[src/hdl/cpm_pkg.sv]
// Shared constants and types for the programming model register block.
// Assumes one core clock; every user of these names writes cpm_pkg::name.
package cpm_pkg;

  // Operand sizes
  typedef enum logic [1:0] {
    CPM_SZ_BYTE = 2'b00,
    CPM_SZ_WORD = 2'b01,
    CPM_SZ_LONG = 2'b10
  } cpm_size_t;

  // Control registers reachable by the control move port
  typedef enum logic [2:0] {
    CPM_CTL_CODE  = 3'b000,
    CPM_CTL_STAT  = 3'b001,
    CPM_CTL_VBASE = 3'b010,
    CPM_CTL_SRC   = 3'b011,
    CPM_CTL_DST   = 3'b100
  } cpm_ctl_t;

  // Access types that pick the address-space code
  typedef enum logic [2:0] {
    CPM_ACC_DATA    = 3'b000,
    CPM_ACC_PROG    = 3'b001,
    CPM_ACC_ALT_SRC = 3'b010,
    CPM_ACC_ALT_DST = 3'b011,
    CPM_ACC_CPU     = 3'b100
  } cpm_acc_t;

  // Status word layout
  localparam logic [15:0] CPM_SW_MASK  = 16'hE71F;
  localparam logic [15:0] CPM_SW_RESET = 16'h2700;
  localparam int          CPM_SW_S     = 13;
  localparam int          CPM_SW_T_LO  = 14;
  localparam int          CPM_SW_I_LO  = 8;
  localparam int          CPM_CC_W     = 5;
  localparam logic [31:0] CPM_VBASE_RESET = 32'h0000_0000;
  localparam logic [2:0]  CPM_SPACE_RESET = 3'h0;

  // Address-space codes
  localparam logic [1:0]  CPM_FC_DATA_LOW = 2'h1;
  localparam logic [1:0]  CPM_FC_PROG_LOW = 2'h2;
  localparam logic [2:0]  CPM_FC_CPU      = 3'h7;

  // General register file map
  localparam logic [3:0]  CPM_ALIAS_SEL = 4'hF;
  localparam logic [4:0]  CPM_USTK_IDX  = 5'h0F;
  localparam logic [4:0]  CPM_SSTK_IDX  = 5'h10;
  localparam int          CPM_GPR_DEPTH = 17;
  localparam int          CPM_GPR_AW    = 5;

  // General register write request
  typedef struct packed {
    logic      en;
    logic [3:0] sel;
    cpm_size_t size;
    logic [31:0] data;
  } cpm_gp_wr_t;

  // Control register move request
  typedef struct packed {
    logic      en;
    logic      wr;
    cpm_ctl_t  sel;
    logic [31:0] data;
  } cpm_ctl_req_t;

endpackage

[src/hdl/cpm_regs.sv]
// Programming model register state of the core: general registers,
// stack pointers, status word, vector base and alternate space codes.
// Assumes the core's execute logic drives every request on clk_in.
`timescale 1ns/1ps
// Summary of operation
// - Byte or word data writes change only the low 8 or 16 bits.
// - Bit 0 is least significant, bit 31 most significant.
// - Address register writes set all 32 bits; word sources are sign-extended.
// - Address registers refuse byte size; reads give low word or long.
// - Stack alias selects user or supervisor stack by privilege.
// - Any of the 16 general registers can be an index.
// - Status word undefined bits read zero.
// - Condition code byte accesses read zero upper byte, ignore it on write.
// - Status word and condition code byte move as words.
// - User level reaches only the condition code byte.
// - Status word holds codes, three-bit mask, trace and privilege bits.
// - Space code registers keep bits 2:0; upper 29 read zero.
// - Vector address is base register plus displacement.
// - Every access carries a 3-bit address-space code.
// - Memory is big-endian, byte addressed.
// - Word and long operands must be word aligned.
// - A decimal byte holds two digits, low digit in low nibble.
// - A 64-bit result may go to any two data registers.
module cpm_regs #(
  parameter int VEC_DISP_W = 10
) (
  input  wire logic                    clk_in,
  input  wire logic                    rst_n_in,
  input  wire logic                    ce_in,
  input  wire logic                    gp_rd_en_in,
  input  wire logic [3:0]              gp_rd_sel_in,
  input  wire cpm_pkg::cpm_size_t      gp_rd_size_in,
  output logic      [31:0]             gp_rd_data_out,
  output logic                         gp_rd_err_out,
  input  wire logic [3:0]              idx_sel_in,
  input  wire logic                    idx_long_in,
  output logic      [31:0]             idx_data_out,
  input  wire cpm_pkg::cpm_gp_wr_t     gp_wr_in,
  output logic                         gp_wr_err_out,
  input  wire logic                    quad_en_in,
  input  wire logic [2:0]              quad_hi_sel_in,
  input  wire logic [2:0]              quad_lo_sel_in,
  input  wire logic [63:0]             quad_data_in,
  input  wire cpm_pkg::cpm_ctl_req_t   ctl_req_in,
  output logic      [31:0]             ctl_rdata_out,
  output logic                         ctl_priv_err_out,
  input  wire logic                    cc_we_in,
  input  wire logic [4:0]              cc_in,
  output logic      [15:0]             status_word_out,
  output logic                         supervisor_out,
  input  wire logic                    vec_req_in,
  input  wire logic [VEC_DISP_W-1:0]   vec_disp_in,
  output logic      [31:0]             vec_addr_out,
  input  wire cpm_pkg::cpm_acc_t       acc_type_in,
  output logic      [2:0]              space_code_out,
  input  wire logic                    mem_req_in,
  input  wire logic [1:0]              mem_addr_lo_in,
  input  wire cpm_pkg::cpm_size_t      mem_size_in,
  input  wire logic [31:0]             mem_data_in,
  output logic                         mem_valid_out,
  output logic      [31:0]             mem_lane_out,
  output logic      [3:0]              mem_be_out,
  output logic                         mem_misalign_out,
  output logic      [3:0]              bcd_hi_out,
  output logic      [3:0]              bcd_lo_out
);

  logic [15:0] status_word;
  logic [15:0] next_status_word;
  logic [31:0] vector_table_base;
  logic [31:0] next_vector_table_base;
  logic [2:0]  source_space_code;
  logic [2:0]  next_source_space_code;
  logic [2:0]  dest_space_code;
  logic [2:0]  next_dest_space_code;
  logic [31:0] next_ctl_rdata;
  logic        next_priv_err;
  logic        super_mode;
  logic        wa_en;
  logic        wb_en;
  logic [4:0]  wa_idx;
  logic [4:0]  wb_idx;
  logic [3:0]  wa_be;
  logic [31:0] wa_data;
  logic [31:0] wb_data;
  logic        next_wr_err;
  logic [31:0] ra_data;
  logic [31:0] rb_data;
  logic        rd_en_q;
  logic        next_rd_en_q;
  logic        rd_addr_q;
  logic        next_rd_addr_q;
  cpm_pkg::cpm_size_t rd_size_q;
  cpm_pkg::cpm_size_t next_rd_size_q;
  logic        idx_long_q;
  logic        next_idx_long_q;
  logic [31:0] next_rd_data;
  logic        next_rd_err;
  logic [31:0] next_idx_data;
  logic [31:0] next_vec_addr;
  logic [2:0]  next_space_code;

  // privilege bit drives aliasing and space codes
  assign super_mode      = status_word[cpm_pkg::CPM_SW_S];
  assign status_word_out = status_word;
  assign supervisor_out  = super_mode;

  function automatic logic [4:0] phys_idx(input logic [3:0] sel, input logic s);
    if (sel == cpm_pkg::CPM_ALIAS_SEL) begin
      return s ? cpm_pkg::CPM_SSTK_IDX : cpm_pkg::CPM_USTK_IDX;
    end
    return {1'b0, sel};
  endfunction

  // Write port steering; a 64-bit result takes both ports and wins
  always_comb begin
    wa_en       = 1'b0;
    wb_en       = 1'b0;
    wa_idx      = phys_idx(gp_wr_in.sel, super_mode);
    wb_idx      = {2'b00, quad_lo_sel_in};
    wa_be       = 4'hF;
    wa_data     = gp_wr_in.data;
    wb_data     = quad_data_in[31:0];
    next_wr_err = 1'b0;
    if (quad_en_in) begin
      wa_en       = 1'b1;
      wb_en       = 1'b1;
      wa_idx      = {2'b00, quad_hi_sel_in};
      wa_data     = quad_data_in[63:32];
      next_wr_err = gp_wr_in.en;
    end else if (gp_wr_in.en && gp_wr_in.sel[3]) begin
      if (gp_wr_in.size == cpm_pkg::CPM_SZ_BYTE) begin
        next_wr_err = 1'b1;
      end else begin
        wa_en = 1'b1;
        if (gp_wr_in.size == cpm_pkg::CPM_SZ_WORD) begin
          wa_data = {{16{gp_wr_in.data[15]}}, gp_wr_in.data[15:0]};
        end
      end
    end else if (gp_wr_in.en) begin
      wa_en = 1'b1;
      unique case (gp_wr_in.size)
        cpm_pkg::CPM_SZ_BYTE: wa_be = 4'h1;
        cpm_pkg::CPM_SZ_WORD: wa_be = 4'h3;
        default:              wa_be = 4'hF;
      endcase
    end
  end

  // index read on its own port
  cpm_gpr_mem #(
    .DEPTH (cpm_pkg::CPM_GPR_DEPTH),
    .AW    (cpm_pkg::CPM_GPR_AW)
  ) u_gpr (
    .clk_in      (clk_in),
    .rst_n_in    (rst_n_in),
    .ce_in       (ce_in),
    .wa_en_in    (wa_en),
    .wa_idx_in   (wa_idx),
    .wa_be_in    (wa_be),
    .wa_data_in  (wa_data),
    .wb_en_in    (wb_en),
    .wb_idx_in   (wb_idx),
    .wb_data_in  (wb_data),
    .ra_idx_in   (phys_idx(gp_rd_sel_in, super_mode)),
    .ra_data_out (ra_data),
    .rb_idx_in   (phys_idx(idx_sel_in, super_mode)),
    .rb_data_out (rb_data)
  );

  // Read sizing, second stage so the outputs leave flip-flops
  always_comb begin
    next_rd_en_q    = gp_rd_en_in;
    next_rd_addr_q  = gp_rd_sel_in[3];
    next_rd_size_q  = gp_rd_size_in;
    next_idx_long_q = idx_long_in;
    next_rd_err     = 1'b0;
    // bit 0 is the LSB throughout
    unique case (rd_size_q)
      cpm_pkg::CPM_SZ_BYTE: begin
        next_rd_data = rd_addr_q ? '0 : 32'(ra_data[7:0]);
        next_rd_err  = rd_en_q && rd_addr_q;
      end
      cpm_pkg::CPM_SZ_WORD: next_rd_data = 32'(ra_data[15:0]);
      default:              next_rd_data = ra_data;
    endcase
    next_idx_data = idx_long_q ? rb_data : {{16{rb_data[15]}}, rb_data[15:0]};
  end

  always_ff @(posedge clk_in) begin
    if (!rst_n_in) begin
      rd_en_q        <= 1'b0;
      rd_addr_q      <= 1'b0;
      rd_size_q      <= cpm_pkg::CPM_SZ_LONG;
      idx_long_q     <= 1'b1;
      gp_rd_data_out <= '0;
      gp_rd_err_out  <= 1'b0;
      idx_data_out   <= '0;
      gp_wr_err_out  <= 1'b0;
    end else if (ce_in) begin
      rd_en_q        <= next_rd_en_q;
      rd_addr_q      <= next_rd_addr_q;
      rd_size_q      <= next_rd_size_q;
      idx_long_q     <= next_idx_long_q;
      gp_rd_data_out <= next_rd_data;
      gp_rd_err_out  <= next_rd_err;
      idx_data_out   <= next_idx_data;
      gp_wr_err_out  <= next_wr_err;
    end
  end

  // Control registers; an explicit move beats a same-cycle code update
  always_comb begin
    next_status_word       = status_word;
    next_vector_table_base = vector_table_base;
    next_source_space_code = source_space_code;
    next_dest_space_code   = dest_space_code;
    next_ctl_rdata         = '0;
    next_priv_err          = 1'b0;
    if (cc_we_in) begin
      next_status_word[cpm_pkg::CPM_CC_W-1:0] = cc_in;
    end
    // user level gets the code byte only
    if (ctl_req_in.en && !super_mode && ctl_req_in.sel != cpm_pkg::CPM_CTL_CODE) begin
      next_priv_err = 1'b1;
    end else if (ctl_req_in.en) begin
      unique case (ctl_req_in.sel)
        cpm_pkg::CPM_CTL_CODE: begin
          next_ctl_rdata = 32'(status_word[7:0]);
          if (ctl_req_in.wr) begin
            next_status_word[7:0] = ctl_req_in.data[7:0] & cpm_pkg::CPM_SW_MASK[7:0];
          end
        end
        cpm_pkg::CPM_CTL_STAT: begin
          next_ctl_rdata = 32'(status_word);
          if (ctl_req_in.wr) begin
            next_status_word = ctl_req_in.data[15:0] & cpm_pkg::CPM_SW_MASK;
          end
        end
        cpm_pkg::CPM_CTL_VBASE: begin
          next_ctl_rdata = vector_table_base;
          if (ctl_req_in.wr) begin
            next_vector_table_base = ctl_req_in.data;
          end
        end
        cpm_pkg::CPM_CTL_SRC: begin
          next_ctl_rdata = 32'(source_space_code);
          if (ctl_req_in.wr) begin
            next_source_space_code = ctl_req_in.data[2:0];
          end
        end
        cpm_pkg::CPM_CTL_DST: begin
          next_ctl_rdata = 32'(dest_space_code);
          if (ctl_req_in.wr) begin
            next_dest_space_code = ctl_req_in.data[2:0];
          end
        end
        default: next_priv_err = 1'b1; // Unassigned selector codes
      endcase
    end
  end

  always_ff @(posedge clk_in) begin
    if (!rst_n_in) begin
      status_word       <= cpm_pkg::CPM_SW_RESET;
      vector_table_base <= cpm_pkg::CPM_VBASE_RESET;
      source_space_code <= cpm_pkg::CPM_SPACE_RESET;
      dest_space_code   <= cpm_pkg::CPM_SPACE_RESET;
      ctl_rdata_out     <= '0;
      ctl_priv_err_out  <= 1'b0;
    end else if (ce_in) begin
      status_word       <= next_status_word;
      vector_table_base <= next_vector_table_base;
      source_space_code <= next_source_space_code;
      dest_space_code   <= next_dest_space_code;
      ctl_rdata_out     <= next_ctl_rdata;
      ctl_priv_err_out  <= next_priv_err;
    end
  end

  // Vector location and address-space code
  always_comb begin
    next_vec_addr = vec_req_in ? vector_table_base + 32'(vec_disp_in) : vec_addr_out;
    unique case (acc_type_in)
      cpm_pkg::CPM_ACC_DATA:    next_space_code = {super_mode, cpm_pkg::CPM_FC_DATA_LOW};
      cpm_pkg::CPM_ACC_PROG:    next_space_code = {super_mode, cpm_pkg::CPM_FC_PROG_LOW};
      cpm_pkg::CPM_ACC_ALT_SRC: next_space_code = source_space_code;
      cpm_pkg::CPM_ACC_ALT_DST: next_space_code = dest_space_code;
      default:                  next_space_code = cpm_pkg::CPM_FC_CPU;
    endcase
  end

  always_ff @(posedge clk_in) begin
    if (!rst_n_in) begin
      vec_addr_out   <= '0;
      space_code_out <= cpm_pkg::CPM_FC_CPU;
    end else if (ce_in) begin
      vec_addr_out   <= next_vec_addr;
      space_code_out <= next_space_code;
    end
  end

  // Memory operand lanes and decimal digits
  cpm_lane_fmt u_lane (
    .clk_in        (clk_in),
    .rst_n_in      (rst_n_in),
    .ce_in         (ce_in),
    .req_in        (mem_req_in),
    .addr_lo_in    (mem_addr_lo_in),
    .size_in       (mem_size_in),
    .data_in       (mem_data_in),
    .valid_out     (mem_valid_out),
    .lane_data_out (mem_lane_out),
    .lane_be_out   (mem_be_out),
    .misalign_out  (mem_misalign_out),
    .bcd_hi_out    (bcd_hi_out),
    .bcd_lo_out    (bcd_lo_out)
  );

  // Checks on the driven state
  AST_SW_RESERVED_ZERO: assert property (@(posedge clk_in) disable iff (!rst_n_in)
    (status_word_out & ~cpm_pkg::CPM_SW_MASK) == 16'h0000)
    else $error("status word reserved bit set");

  AST_CODE_KEEPS_UPPER: assert property (@(posedge clk_in) disable iff (!rst_n_in)
    ce_in && ctl_req_in.en && ctl_req_in.wr && ctl_req_in.sel == cpm_pkg::CPM_CTL_CODE
    |=> status_word_out[15:8] == $past(status_word_out[15:8]) && ctl_rdata_out[31:8] == '0)
    else $error("code byte access touched upper byte");

  AST_USER_REFUSED: assert property (@(posedge clk_in) disable iff (!rst_n_in)
    // A same-cycle code update may legally change the status word
    ce_in && !cc_we_in && ctl_req_in.en && !supervisor_out &&
    ctl_req_in.sel != cpm_pkg::CPM_CTL_CODE
    |=> ctl_priv_err_out && $stable(status_word_out) && ctl_rdata_out == '0)
    else $error("user access to control register not refused");

  AST_SPACE_UPPER_ZERO: assert property (@(posedge clk_in) disable iff (!rst_n_in)
    ce_in && ctl_req_in.en && supervisor_out &&
    (ctl_req_in.sel == cpm_pkg::CPM_CTL_SRC || ctl_req_in.sel == cpm_pkg::CPM_CTL_DST)
    |=> ctl_rdata_out[31:3] == '0)
    else $error("space code upper bits not zero");

  AST_VECTOR_SUM: assert property (@(posedge clk_in) disable iff (!rst_n_in)
    ce_in && vec_req_in |=> vec_addr_out == $past(vector_table_base) + 32'($past(vec_disp_in)))
    else $error("vector location wrong");

  AST_ADDR_BYTE_WRITE: assert property (@(posedge clk_in) disable iff (!rst_n_in)
    ce_in && gp_wr_in.en && !quad_en_in && gp_wr_in.sel[3] &&
    gp_wr_in.size == cpm_pkg::CPM_SZ_BYTE |=> gp_wr_err_out)
    else $error("byte write to address register not refused");

  AST_BYTE_READ_LOW: assert property (@(posedge clk_in) disable iff (!rst_n_in)
    ce_in && gp_rd_size_in == cpm_pkg::CPM_SZ_BYTE ##1 ce_in |=> gp_rd_data_out[31:8] == '0)
    else $error("byte read carries upper bits");

  AST_DATA_SPACE_CODE: assert property (@(posedge clk_in) disable iff (!rst_n_in)
    ce_in && acc_type_in == cpm_pkg::CPM_ACC_DATA
    |=> space_code_out == {$past(supervisor_out), cpm_pkg::CPM_FC_DATA_LOW})
    else $error("data access space code wrong");

endmodule // cpm_regs

[src/hdl/cpm_gpr_mem.sv]
// General register storage: entries with two write and two read ports.
// Assumes index decode and stack aliasing are done by the parent.
`timescale 1ns/1ps
module cpm_gpr_mem #(
  parameter int DEPTH = 17,
  parameter int AW    = 5
) (
  input  wire logic          clk_in,
  input  wire logic          rst_n_in,
  input  wire logic          ce_in,
  input  wire logic          wa_en_in,
  input  wire logic [AW-1:0] wa_idx_in,
  input  wire logic [3:0]    wa_be_in,
  input  wire logic [31:0]   wa_data_in,
  input  wire logic          wb_en_in,
  input  wire logic [AW-1:0] wb_idx_in,
  input  wire logic [31:0]   wb_data_in,
  input  wire logic [AW-1:0] ra_idx_in,
  output logic      [31:0]   ra_data_out,
  input  wire logic [AW-1:0] rb_idx_in,
  output logic      [31:0]   rb_data_out
);

  // Unpacked so each entry's processes own their own element
  logic [31:0]            mem      [DEPTH];
  logic [31:0]            next_mem [DEPTH];
  logic [31:0]            next_ra;
  logic [31:0]            next_rb;

  // One entry per step; port a wins a same-entry collision byte by byte
  for (genvar i = 0; i < DEPTH; i++) begin : g_ent
    always_comb begin
      next_mem[i] = mem[i];
      if (wb_en_in && wb_idx_in == AW'(i)) begin
        next_mem[i] = wb_data_in;
      end
      for (int b = 0; b < 4; b++) begin
        if (wa_en_in && wa_idx_in == AW'(i) && wa_be_in[b]) begin
          next_mem[i][8*b +: 8] = wa_data_in[8*b +: 8];
        end
      end
    end

    always_ff @(posedge clk_in) begin
      if (!rst_n_in) begin
        mem[i] <= '0;
      end else if (ce_in) begin
        mem[i] <= next_mem[i];
      end
    end
  end

  // Registered reads; an index past the table reads zero
  always_comb begin
    next_ra = (int'(ra_idx_in) < DEPTH) ? mem[ra_idx_in] : '0;
    next_rb = (int'(rb_idx_in) < DEPTH) ? mem[rb_idx_in] : '0;
  end

  always_ff @(posedge clk_in) begin
    if (!rst_n_in) begin
      ra_data_out <= '0;
      rb_data_out <= '0;
    end else if (ce_in) begin
      ra_data_out <= next_ra;
      rb_data_out <= next_rb;
    end
  end

endmodule // cpm_gpr_mem

[src/hdl/cpm_lane_fmt.sv]
// Big-endian byte lane formatter for one memory operand, plus BCD split.
// Assumes the address low bits are the offset within a long-word slot.
`timescale 1ns/1ps
module cpm_lane_fmt (
  input  wire logic                 clk_in,
  input  wire logic                 rst_n_in,
  input  wire logic                 ce_in,
  input  wire logic                 req_in,
  input  wire logic [1:0]           addr_lo_in,
  input  wire cpm_pkg::cpm_size_t   size_in,
  input  wire logic [31:0]          data_in,
  output logic                      valid_out,
  output logic      [31:0]          lane_data_out,
  output logic      [3:0]           lane_be_out,
  output logic                      misalign_out,
  output logic      [3:0]           bcd_hi_out,
  output logic      [3:0]           bcd_lo_out
);

  logic [31:0] next_lane;
  logic [3:0]  next_be;
  logic        next_mis;

  // most significant byte first
  // Lane bits 31:24 carry offset 0; a long at offset 2 wraps into the next slot
  always_comb begin
    next_mis = (size_in != cpm_pkg::CPM_SZ_BYTE) && addr_lo_in[0];
    unique case (size_in)
      cpm_pkg::CPM_SZ_BYTE: begin
        next_lane = {4{data_in[7:0]}};
        next_be   = 4'h8 >> addr_lo_in;
      end
      cpm_pkg::CPM_SZ_WORD: begin
        next_lane = {2{data_in[15:0]}};
        next_be   = addr_lo_in[1] ? 4'h3 : 4'hC;
      end
      default: begin
        next_lane = addr_lo_in[1] ? {data_in[15:0], data_in[31:16]} : data_in;
        next_be   = 4'hF;
      end
    endcase
    if (next_mis) begin
      next_be = 4'h0;
    end
  end

  always_ff @(posedge clk_in) begin
    if (!rst_n_in) begin
      valid_out     <= 1'b0;
      lane_data_out <= '0;
      lane_be_out   <= '0;
      misalign_out  <= 1'b0;
      bcd_hi_out    <= '0;
      bcd_lo_out    <= '0;
    end else if (ce_in) begin
      valid_out <= req_in;
      if (req_in) begin
        lane_data_out <= next_lane;
        lane_be_out   <= next_be;
        misalign_out  <= next_mis;
        bcd_hi_out    <= data_in[7:4];
        bcd_lo_out    <= data_in[3:0];
      end
    end
  end

endmodule // cpm_lane_fmt

[config.mk]
export PLATFORM = sky130hd
export DESIGN_NAME = cpm_regs
export DESIGN_NICKNAME = d
export VERILOG_FILES = /design/src/hdl/cpm_pkg.sv /design/src/hdl/cpm_regs.sv /design/src/hdl/cpm_gpr_mem.sv /design/src/hdl/cpm_lane_fmt.sv
export SDC_FILE = /design/constraint.sdc
export NUM_CORES = 2
export LEC_CHECK = 0
export ABC_AREA = 1
export BUFFER_PORTS_ARGS = -buffer_cell sky130_fd_sc_hd__buf_4
export CORE_MARGIN = 4
export CORE_UTILIZATION = 50
export CTS_CLUSTER_DIAMETER = 30
export DETAILED_ROUTE_END_ITERATION = 10
export PLACE_DENSITY = 0.71
export SLEW_MARGIN = 20
export SYNTH_ARGS = -nofsm -noshare
export SYNTH_HDL_FRONTEND = slang
export SYNTH_SLANG_ARGS = --single-unit
export TNS_END_PERCENT = 10
[constraint.sdc]
create_clock -name clk_in -period 2.88 [get_ports clk_in]
set_input_delay 0.144 -clock clk_in [delete_from_list [all_inputs] [get_ports clk_in]]
set_output_delay 0.144 -clock clk_in [all_outputs]
set_load 0.03 [all_outputs]
==> results.yml <==
worst_setup_path:
  end_kind: "flop"
  cp_data_required_time_ps: 3310
  arrival_ps: 3180
  worstSetupPathType: "in2reg"
  start_kind: "input pin"
  crit_fanout: 37
synthesis:
  synth.area.top_cells: "edfxtp_1 33%, nand2_1 17%, dfxtp_1 12%"
  synthCells: 6808
  ys_ff_latch: 842
  ys_types: 52
  synth-seq-area-share: 0.456
  syn_area_mm2: 0.0489
  yosys_warnings: 0
  synth_area_leader_cell: "edfxtp_1"
  synth_top_area_frac: 0.334
  syn_avg_cell_area_um2: 7.18
routing:
  wl_per_cell_um: 21.4
  viasPerCell: 5.84
  firstDrtPassIters: 8
  post-route-drc-count: 0
  first_iter_violations: 7511
  wirelength_mm: 187
  routed-via-count: 51000
  ant_nets: 0
grt:
  grt_start_max_net_pins: 165
  grt_first_pass_wirelength_mm: 282
  grt-ovfl-total: 0
  track_usage: 0.351
  antenna_found_initial: 3
  first_global_vias: 46800
sta:
  tightest_slew_ps: 961
  hold_viol: 0
  rsz0062_at_grt: "false"
  finalClockSkew_ps: 29.8
  tns_ps: 0
  whs_ps: 54.2
  setup_viol: 0
  report.final.slew_viol_count: 0
  min_period_over_period: 0.955
  maxSlewHeadroom: 0.357
  max_freq_mhz: 364
  timing.final.crit_period_ps: 2750
finish:
  regArea_mm2: 0.0223
  final_cell_mix: "2179 x nand2_1, 939 x nand3_1, 660 x inv_1, 570 x buf_4, 544 x edfxtp_1"
  fillers: 8142
  finalNetCount: 7528
  area_delta_synth_final_pct: 26.4
  final_common_cell: "nand2_1"
  multiInputGateArea_mm2: 0.0219
  final_util: 0.637
  fin_area_mm2: 0.0617
  layout-drive-gt1-share: 0.144
floorplanning:
  start_util: 0.504
  die_area_mm2: 0.103
  coreArea_mm2: 0.0969
  num_io_pins: 416
  die_y_um: 321
  rows: 114
  dieWidth_um: 321
clock_tree:
  cts_tree: "done"
  clkSlewWorstSetupHoldPaths_ps: 50
  cts_sinks: 842
  cts_buffer_depth: 3
  postCtsSetupBuffers: 0
  cts_max_level: 4
  worstSkewPairLatency_ps: 770
  numCtsBuffers: 184
  cts_root_buffer: "clkbuf_16"
run_status:
  status: "finished clean"
power:
  power_density_mw_per_mm2: 653
  total_leakage_power_nw: 28.5
  ir_drop_v: 0.000538
placed_design:
  place_congestion: 0.986
  io_buffers: 410
  dp_hpwl_mm: 123
  postPlaceCellArea_mm2: 0.0531
worst_hold_path:
  hp-class: "in2reg"
run:
  cap_viol_max_count: 0
==> cell type report <==
type	count	share of cell area
Clock inverter	126	0.0225
Clock buffer	217	0.0801
Inverter	685	0.0418
Multi-Input combinational cell	4760	0.354
Timing Repair Buffer	825	0.114
Tap cell	1276	0.0259
Sequential cell	842	0.361
Antenna cell	1	0.0000405
==> worst max-delay path: stages <==
cell,delay [ps]
dlygate4sd3_1,590
buf_6,290
nand2_1,450
nor4_2,670
buf_4,230
nand2_1,320
nand2_1,160
buf_4,300
==> Yosys cell counts (all sizes together) <==
| cell type | n |
|---|---|
| o221ai | 20 |
| o21bai | 2 |
| edfxtp | 544 |
| xor2 | 7 |
| dfxtp | 298 |
| nor4 | 6 |
| o21ai | 278 |
| nand4 | 45 |
| conb | 1 |
| fa | 1 |
| nor3 | 13 |
| a221oi | 16 |
| clkinv | 3 |
| nand3 | 946 |
| inv | 682 |
| nor2 | 461 |
| or2 | 36 |
| a31oi | 35 |
| buf | 189 |
| o2111ai | 65 |
| a21o | 3 |
| nor3b | 1 |
| nand2 | 2219 |
| xnor2 | 1 |
| a21oi | 561 |
| clkbuf | 336 |
| ha | 10 |
| or3 | 1 |
| o22ai | 9 |
| o211ai | 19 |
==> timing repair <==
item	CTS	global route
gates resized for setup	0	1
hold endpoints to repair	674	0
hold buffers	232	0
setup endpoints to repair	0	5
==> sequential cells by signal, indices dropped and copies added (netlist names), 4 cells and up <==
signal / cells
u_gpr.mem: 544
ctl_rdata_out: 32
gp_rd_data_out: 32
idx_data_out: 32
u_gpr.ra_data_out: 32
u_gpr.rb_data_out: 32
u_lane.lane_data_out: 32
vec_addr_out: 32
vector_table_base: 32
status_word_out: 11
u_lane.bcd_hi_out: 4
u_lane.bcd_lo_out: 4
u_lane.lane_be_out: 4
==> through the flow <==
stage / cells / power [W] / worst slack, ps
3_5_place_dp: 8156 / 0.0187 / 124
2_1_floorplan: 6812 / 0.0168 / 241
6_report: 8732 / 0.0403 / 130
4_1_cts: 8731 / 0.0402 / 240
3_3_place_gp: 8156 / 0.0187 / 168
5_1_grt: 8731 / 0.0415 / 4.75
==> path summary, 6_finish.rpt <==
path                         from               endpoint  slack, ps  cells past startpoint
max reg2reg   status_word_out[13]  u_gpr.rb_data_out[18]        160                     14
min              quad_data_in[39]       u_gpr.mem[13][7]         50                      5
min reg2reg  u_gpr.ra_data_out[2]      gp_rd_data_out[2]        460                      2
max                      rst_n_in      u_gpr.mem[14][22]        130                      8
==> cell families after synthesis <==
family	Yosys count	share of synthesized area
AO/OA/AOI/OAI	1008	0.118
XOR/XNOR	8	0.00143
adder cells (fa/ha/maj)	11	0.00297
buffers and inverters	1210	0.0970
flip-flops	842	0.456
other	1	0.0000768
AND/OR/NAND/NOR	3728	0.324
==> metal layers <==
metal | GRT usage | vias to the layer above | share of wire
li1 | - | 23400 | -
met2 | 0.525 | 3702 | 0.43
met5 | 0 | - | 0.000064
met4 | 0.140 | 2 | 0.040
met3 | 0.0984 | 554 | 0.14
met1 | 0.483 | 23300 | 0.39
==> power by group <==
part           total [W]  internal [W]  switching (W)
logic            0.00533       0.00168        0.00365
registers         0.0137        0.0134       0.000311
clock network     0.0213        0.0144        0.00695
total             0.0403        0.0294         0.0109
(Power assumes the default switching activity.)
